--- config.mk ---
export PLATFORM = sky130hd
export DESIGN_NAME = sac_conv_ctrl
export DESIGN_NICKNAME = d
export VERILOG_FILES = /design/src/sac_pkg.sv /design/src/sac_conv_ctrl.sv
export VERILOG_INCLUDE_DIRS = /design/src
export SDC_FILE = /design/constraint.sdc
export NUM_CORES = 1
export LEC_CHECK = 0
export BUFFER_PORTS_ARGS = -buffer_cell sky130_fd_sc_hd__buf_2
export CORE_MARGIN = 10
export CORE_UTILIZATION = 46
export DETAILED_ROUTE_END_ITERATION = 10
export GPL_ROUTABILITY_DRIVEN = 0
export PLACE_DENSITY = 0.75
export SYNTH_ARGS = -nofsm -noshare
export SYNTH_HDL_FRONTEND = slang
export SYNTH_SLANG_ARGS = --single-unit
--- constraint.sdc ---
create_clock -name clk_sys -period 2.35 [get_ports clk_sys]
set_input_delay 0.1175 -clock clk_sys [delete_from_list [all_inputs] [get_ports clk_sys]]
set_output_delay 0.1175 -clock clk_sys [all_outputs]
set_load 0.02 [all_outputs]
--- src/sac_regs.svh ---
// constants for the conversion control block
`ifndef SAC_REGS_SVH
`define SAC_REGS_SVH
`define SAC_RES_W        10
`define SAC_PRESC_W      8
`define SAC_CYC_NORMAL   5'd13
`define SAC_CYC_FIRST    5'd25
`define SAC_TS_FREE      3'h0
`define SAC_CH_W         4
`define SAC_CH_GND       4'hf
`define SAC_CH_BANDGAP   4'he
`define SAC_REF_W        2
`endif

--- src/sac_pkg.sv ---
// types for the conversion control block
package sac_pkg;
  typedef struct packed {
    logic       converter_enable;
    logic       auto_trigger_enable;
    logic [2:0] trigger_source_select;
    logic       left_adjust_select;
    logic [1:0] reference_select;
    logic [3:0] input_channel_select;
    logic [7:0] prescale_div;
  } sac_cfg_t;
  typedef struct packed {
    logic [7:0] result_high_byte;
    logic [7:0] result_low_byte;
  } sac_result_t;
  typedef enum logic [2:0] {
    SAC_IDLE = 3'b001,
    SAC_WAIT = 3'b010,
    SAC_CONV = 3'b100
  } sac_state_t;
endpackage : sac_pkg

--- src/sac_conv_ctrl.sv ---
// conversion control for a 10-bit successive-approximation converter
`timescale 1ns/10ps
`default_nettype none
`include "sac_regs.svh"
module sac_conv_ctrl
  import sac_pkg::*;
(
  input  wire logic                    clk_sys,
  input  wire logic                    rst_n,
  input  wire sac_pkg::sac_cfg_t       cfg,
  input  wire logic                    converter_power_reduction,
  input  wire logic                    start_write,
  input  wire logic                    done_flag_clear,
  input  wire logic                    low_byte_read,
  input  wire logic                    high_byte_read,
  input  wire logic [7:0]              trigger_lines,
  input  wire logic [9:0]              core_sample,
  output logic                         start_conversion_bit,
  output logic                         conversion_done_flag,
  output logic                         conversion_done_pulse,
  output sac_pkg::sac_result_t         result,
  output logic [3:0]                   active_channel,
  output logic [1:0]                   active_reference,
  output logic                         sample_strobe
);
  import sac_pkg::*;

  // ------------------------------------------------------------
  // state
  // ------------------------------------------------------------
  sac_state_t                state;
  sac_state_t                next_state;
  logic [7:0]                presc;
  logic [4:0]                cyc;
  logic                      first_pending;
  logic                      trig_prev;
  logic                      locked;
  logic                      en_prev;

  // ------------------------------------------------------------
  // decode
  // ------------------------------------------------------------
  wire powered     = cfg.converter_enable & ~converter_power_reduction;
  wire presc_tick  = powered & (presc >= cfg.prescale_div);
  wire trig_sel    = trigger_lines[cfg.trigger_source_select];
  // free running restarts on finish itself, not on the sticky flag, so clearing it is irrelevant
  wire free_run    = cfg.auto_trigger_enable &
                     (cfg.trigger_source_select == `SAC_TS_FREE);
  wire trig_edge   = powered & cfg.auto_trigger_enable & ~free_run &
                     trig_sel & ~trig_prev;
  wire busy        = (state != SAC_IDLE);
  wire sw_start    = powered & start_write & ~busy;
  wire trig_start  = trig_edge & ~busy;
  wire [4:0] cyc_len = first_pending ? `SAC_CYC_FIRST : `SAC_CYC_NORMAL;
  wire finish      = (state == SAC_CONV) & presc_tick & (cyc == cyc_len - 5'd1);
  wire restart     = finish & free_run;
  wire [15:0] adj_word = cfg.left_adjust_select ?
                         {core_sample, 6'h00} : {6'h00, core_sample};

  always_comb begin
    next_state = state;
    case (state)
      SAC_IDLE: begin
        if (trig_start)
          next_state = SAC_CONV;
        else if (sw_start)
          next_state = SAC_WAIT;
      end
      SAC_WAIT: begin
        // software start begins on the next converter clock edge
        if (!powered)
          next_state = SAC_IDLE;
        else if (presc_tick)
          next_state = SAC_CONV;
      end
      SAC_CONV: begin
        if (!powered)
          next_state = SAC_IDLE;
        else if (finish && !restart)
          next_state = SAC_IDLE;
      end
      default: next_state = SAC_IDLE;
    endcase
  end

  // ------------------------------------------------------------
  // prescaler and cycle count
  // ------------------------------------------------------------
  always_ff @(posedge clk_sys) begin
    if (!rst_n || !powered || trig_start)
      presc <= 8'h00;
    else if (presc_tick)
      presc <= 8'h00;
    else
      presc <= presc + 8'h01;
  end

  always_ff @(posedge clk_sys) begin
    if (!rst_n || state != SAC_CONV || finish)
      cyc <= 5'h00;
    else if (presc_tick)
      cyc <= cyc + 5'h01;
  end

  always_ff @(posedge clk_sys) begin
    if (!rst_n) begin
      state   <= SAC_IDLE;
      en_prev <= 1'b0;
    end else begin
      state   <= next_state;
      en_prev <= powered;
    end
  end

  always_ff @(posedge clk_sys) begin
    if (!rst_n)
      first_pending <= 1'b1;
    else if (powered && !en_prev)
      first_pending <= 1'b1;
    else if (finish)
      first_pending <= 1'b0;
  end

  always_ff @(posedge clk_sys) begin
    if (!rst_n)
      trig_prev <= 1'b0;
    else
      trig_prev <= trig_sel;
  end

  // ------------------------------------------------------------
  // selection latch, result and flags
  // ------------------------------------------------------------
  always_ff @(posedge clk_sys) begin
    if (!rst_n) begin
      active_channel   <= 4'h0;
      active_reference <= 2'h0;
    end else if (powered && (state != SAC_CONV || finish)) begin
      active_channel   <= cfg.input_channel_select;
      active_reference <= cfg.reference_select;
    end
  end

  always_ff @(posedge clk_sys) begin
    if (!rst_n)
      locked <= 1'b0;
    else if (high_byte_read)
      locked <= 1'b0;
    else if (low_byte_read)
      locked <= 1'b1;
  end

  always_ff @(posedge clk_sys) begin
    if (!rst_n)
      result <= '0;
    else if (finish && !locked)
      result <= adj_word;
  end

  // hardware set wins over software clear
  always_ff @(posedge clk_sys) begin
    if (!rst_n)
      conversion_done_flag <= 1'b0;
    else if (finish)
      conversion_done_flag <= 1'b1;
    else if (done_flag_clear)
      conversion_done_flag <= 1'b0;
  end

  always_ff @(posedge clk_sys) begin
    if (!rst_n) begin
      conversion_done_pulse <= 1'b0;
      sample_strobe         <= 1'b0;
    end else begin
      conversion_done_pulse <= finish;
      // a free-running restart is a new conversion too, so it strobes as well
      sample_strobe         <= ((state != SAC_CONV) && (next_state == SAC_CONV)) || restart;
    end
  end

  assign start_conversion_bit = busy;

  // ------------------------------------------------------------
  // checks
  // ------------------------------------------------------------
  lock_hold_a: assert property (@(posedge clk_sys) disable iff (!rst_n)
    (locked && !high_byte_read) |=> $stable(result))
    else $error("result changed while locked");
  flag_set_a: assert property (@(posedge clk_sys) disable iff (!rst_n)
    finish |=> conversion_done_flag)
    else $error("done flag not set on completion");
  start_clr_a: assert property (@(posedge clk_sys) disable iff (!rst_n)
    (finish && !free_run && powered) |=> !start_conversion_bit)
    else $error("start bit not cleared after single conversion");
  free_run_a: assert property (@(posedge clk_sys) disable iff (!rst_n)
    (finish && free_run && powered) |=> start_conversion_bit)
    else $error("free running did not restart");
  chan_hold_a: assert property (@(posedge clk_sys) disable iff (!rst_n)
    (state == SAC_CONV && $past(state) == SAC_CONV && !$past(finish))
      |-> $stable(active_channel))
    else $error("channel changed mid conversion");
  presc_rst_a: assert property (@(posedge clk_sys) disable iff (!rst_n)
    !powered |=> presc == 8'h00)
    else $error("prescaler ran while disabled");
  trig_start_a: assert property (@(posedge clk_sys) disable iff (!rst_n)
    trig_start |=> (state == SAC_CONV) && (presc == 8'h00))
    else $error("trigger edge did not start conversion");
  unlock_a: assert property (@(posedge clk_sys) disable iff (!rst_n)
    high_byte_read |=> !locked)
    else $error("high byte read did not unlock");
  busy_read_a: assert property (@(posedge clk_sys) disable iff (!rst_n)
    (state == SAC_CONV) |-> start_conversion_bit)
    else $error("start bit low during conversion");
  adjust_a: assert property (@(posedge clk_sys) disable iff (!rst_n)
    (finish && !locked && !cfg.left_adjust_select) |=> result[15:10] == 6'h00)
    else $error("right adjust upper bits not zero");

  // ------------------------------------------------------------
  // sequencing checks
  // ------------------------------------------------------------
  sw_start_a: assert property (@(posedge clk_sys) disable iff (!rst_n)
    (sw_start && !trig_start) |=> state == SAC_WAIT)
    else $error("software start did not enter wait");
  hold_wait_a: assert property (@(posedge clk_sys) disable iff (!rst_n)
    (state == SAC_WAIT && powered && !presc_tick) |=> state == SAC_WAIT)
    else $error("wait left before converter tick");
  wait_tick_a: assert property (@(posedge clk_sys) disable iff (!rst_n)
    (state == SAC_WAIT && powered && presc_tick) |=> state == SAC_CONV)
    else $error("wait did not start on converter tick");
  busy_ignore_a: assert property (@(posedge clk_sys) disable iff (!rst_n)
    (busy && trig_edge && !presc_tick) |=> presc == $past(presc) + 8'h01)
    else $error("trigger edge disturbed a running conversion");
  level_no_restart_a: assert property (@(posedge clk_sys) disable iff (!rst_n)
    (state == SAC_IDLE && trig_sel && trig_prev && !start_write) |=> state == SAC_IDLE)
    else $error("trigger level started a conversion");
  first_set_a: assert property (@(posedge clk_sys) disable iff (!rst_n)
    (powered && !en_prev) |=> first_pending)
    else $error("long first conversion not armed");
  first_clr_a: assert property (@(posedge clk_sys) disable iff (!rst_n)
    finish |=> !first_pending)
    else $error("long first conversion repeated");
  cnt_step_a: assert property (@(posedge clk_sys) disable iff (!rst_n)
    (state == SAC_CONV && presc_tick && !finish && powered) |=> cyc == $past(cyc) + 5'd1)
    else $error("cycle count missed a converter tick");
  cyc_max_a: assert property (@(posedge clk_sys) disable iff (!rst_n)
    (state == SAC_CONV) |-> cyc < `SAC_CYC_FIRST)
    else $error("conversion ran past its length");
  lock_set_a: assert property (@(posedge clk_sys) disable iff (!rst_n)
    (low_byte_read && !high_byte_read) |=> locked)
    else $error("low byte read did not lock");
  result_upd_a: assert property (@(posedge clk_sys) disable iff (!rst_n)
    (finish && !locked) |=> result == $past(adj_word))
    else $error("result not written on completion");
  right_low_a: assert property (@(posedge clk_sys) disable iff (!rst_n)
    (finish && !locked && !cfg.left_adjust_select) |=> result[9:0] == $past(core_sample))
    else $error("right adjusted sample misplaced");
  left_adj_a: assert property (@(posedge clk_sys) disable iff (!rst_n)
    (finish && !locked && cfg.left_adjust_select) |=> result[15:6] == $past(core_sample))
    else $error("left adjusted sample misplaced");
  pulse_a: assert property (@(posedge clk_sys) disable iff (!rst_n)
    finish |=> conversion_done_pulse)
    else $error("done pulse missing after completion");
  flag_clear_a: assert property (@(posedge clk_sys) disable iff (!rst_n)
    (done_flag_clear && !finish) |=> !conversion_done_flag)
    else $error("done flag not cleared");
  sel_hold_a: assert property (@(posedge clk_sys) disable iff (!rst_n)
    !powered |=> $stable(active_channel) && $stable(active_reference))
    else $error("selection applied while disabled");
  off_idle_a: assert property (@(posedge clk_sys) disable iff (!rst_n)
    !powered |=> state == SAC_IDLE)
    else $error("conversion kept running while disabled");
  free_start_a: assert property (@(posedge clk_sys) disable iff (!rst_n)
    (state == SAC_IDLE && free_run && !start_write) |=> state == SAC_IDLE)
    else $error("free running began without software start");
  sw_auto_a: assert property (@(posedge clk_sys) disable iff (!rst_n)
    (sw_start && cfg.auto_trigger_enable && !trig_start) |=> start_conversion_bit)
    else $error("software start ignored under auto trigger");
  strobe_a: assert property (@(posedge clk_sys) disable iff (!rst_n)
    ((state == SAC_CONV && $past(state) != SAC_CONV) || $past(restart)) |-> sample_strobe)
    else $error("sample strobe missing at conversion start");
endmodule : sac_conv_ctrl
`default_nettype wire

==> results.toml <==
[status]
outcome = "finished clean"

[clocking]
cts_root_buf = "clkbuf_8"
clk_pin_slew_worst_paths_ns = 0.09
cts.sinks = 45
cts_tree = "done"
clk_latency_ns = 0.31
postCtsSetupBuffers = 0
cts_made_buffers = 5
cts_buffer_depth = 2
htree_levels = 2

[global_route]
overflow = 0
grt_pass1_wl_um = 9239
grt_pass1_vias = 2079
grt_max_degree = 46
track_usage_pct = 13.12
antenna_found_initial = 0

[yosys]
yosysSeqAreaShare_pct = 38.40
synthArstFlopShare_pct = 0
ys_warn_count = 0
ys.flop_type = "dfxtp_1"
synth_edf_count = 0
synthTopCellsByArea = "dfxtp_1 38%, mux2i_1 9.4%, nand2_1 5.9%"
yosysUniqueCellTypes = 50
synth_most_common_cell = "dfxtp_1"
avgSynthCellArea_um2 = 9.347
yosys.area.top_type_share_pct = 38.40
netlist_instances = 251
ys_ff_latch = 45
syn_nets = 307
syn_area_mm2 = 0.002346
synth_common_cells = "45 x dfxtp_1, 37 x nand2_1, 22 x mux2i_1"
synth.largest_area_cell = "dfxtp_1"

[sta]
min_period_over_period_pct = 94.83
max_clock_freq_mhz = 448.7
rsz0062_at_grt = "false"
tns_ns = 0
fin_crit_ns = 2.229
finalHoldViolCount = 0
slew_viol_final = 0
skew_ns = 0.01044
holdWs_ns = 0.04853
setup_viol = 0
slew_headroom_pct = 47.56
worstMarginPinSlew_ns = 0.7832

[worst_setup_path]
r2r_slack_ns = 0.12
required_ns = 2.54
r2r_start = "presc[0]"
worstSetupStartpointType = "flop"
worstSetupEndpointType = "flop"
startpoint = "presc[0]"
path_class = "reg -> reg"
worstPathArrival_ns = 2.41
worstPathMaxFanout = 16

[cells_and_area]
fin_cells = 391
num_antenna_cells = 0
area_growth_syn_to_layout_pct = 21.81
fill_cells = 462
drive_gt1_share_pct = 31.79
nNetsFinal = 379
postLayoutCellArea_mm2 = 0.002858

[power]
ir_drop_v = 0.0003129
swShare_pct = 26.44
pwr-share-seq_pct = 53.9
comb_power_share_pct = 11.9
clkPwrFrac_pct = 34.2
p_leak_nw = 1.365
p_per_area_mw_per_mm2 = 507.7
intPower_mw = 1.067
p_switching_uw = 383.5

[route]
wire_per_inst_um = 14.32
drt-pass1-iter-count = 4
top_layer = "met4"
detail_route.wirelength_um = 5598
drt_iter0_markers = 96
post-route-drc-count = 0
vias_per_cell = 5.256
antenna_left = 0
met3_length_um = 372
m1WireLength_um = 2367
wl_met2_um = 2785
vias = 2055

[die]
initial_core_util_pct = 48.70
die_w_um = 91.42
die_y_um = 91.42
row_count = 25
core_mm2 = 0.004817
die_area_mm2 = 0.008357
io_pins = 71

[place]
place_area_mm2 = 0.002756
post-dp-hpwl_um = 4368
portBuffers = 70
placed_cells = 382

[worst_hold_path]
hold_class = "in -> reg"
hold_start = "cfg[13]"

[run]
maxCapViolCount = 0
## cell type report
type | count | area, µm² | share of cell area [%]
Clock inverter | 3 | 22.52 | 0.7881
Multi-Input combinational cell | 181 | 1328 | 46.45
Tap cell | 67 | 83.83 | 2.933
Inverter | 13 | 48.80 | 1.708
Timing Repair Buffer | 77 | 405.4 | 14.19
Sequential cell | 45 | 900.9 | 31.52
Clock buffer | 5 | 68.82 | 2.408
## kinds of logic (layout without fill, tap and decap cells)
logic type,count (synthesis),in the layout,share of synthesized area (%)
AO/OA/AOI/OAI,31,31,10.61
multiplexers,29,29,13.71
adder cells (fa/ha/maj),11,11,5.867
XOR/XNOR,6,6,2.240
flip-flops,45,45,38.40
AND/OR/NAND/NOR,104,104,24.16
buffers and inverters,25,98,5.014
## placed cells by master, fill, tap and decap left out, drive strengths merged, types with 4 or more instances in the layout
master,synthesis,layout
nor2,12,12
xor2,5,5
nand4,5,5
o21ai,4,4
mux2,5,5
clkbuf,10,5
dfxtp,45,45
a21oi,9,9
buf,2,76
nand2,37,37
inv,13,13
ha,11,11
mux2i,22,22
nand3,13,13
nor2b,5,5
nand3b,6,6
## worst max-delay path, cell delays in order, from the launching register on
cell and delay [ns]:
dfxtp_1 0.34, inv_1 0.05, ha_1 0.25, nand2b_2 0.13
a2111oi_4 0.09, o31a_4 0.41, or4_4 0.66, mux2i_1 0.18
## metal layers
layer / vias to the layer above / track usage [%]
met5: - / 0
met4: 0 / 4.700
met3: 8 / 5.185
met2: 58 / 22.99
met1: 962 / 13.90
li1: 1027 / -
## state kept, by name (all words and copies together) (netlist names), 2 cells and up
name	cells
result	16
presc	8
cyc	5
active_channel	4
state	3
active_reference	2
## power groups by stage
stage          Combinational [mW]  Sequential [mW]  Clock, mW
4_1_cts                     0.173            0.782      0.510
2_1_floorplan              0.0975            0.806          0
3_5_place_dp                0.171            0.800          0
5_1_grt                     0.192            0.784      0.538
3_3_place_gp                0.168            0.799          0
6_report                    0.173            0.782      0.496
## metrics by stage
| stage | util, % | setup WS, ns | total power [mW] |
|---|---|---|---|
| 2_1_floorplan | - | 0.08968 | 0.9034 |
| 3_5_place_dp | 57.22 | 0.01314 | 0.9705 |
| 5_1_grt | 59.32 | 0.02620 | 1.514 |
| 4_1_cts | 59.32 | 0.1186 | 1.465 |
| 6_report | 59.32 | 0.1214 | 1.451 |
| 3_3_place_gp | 57.22 | 0.1019 | 0.9671 |
## final timing paths
check                         to  cells after the start
max                    result[5]                      7
max reg2reg            result[5]                      7
min reg2reg  active_reference[1]                      2
min          active_reference[1]                      3
## what timing repair did
item / in CTS / in global routing
setup endpoints to repair: 1 / 0
hold buffers: 1 / 0
resized for setup: 1 / 0
hold endpoints to repair: 1 / 0
Power figures use the tool's default switching activity.
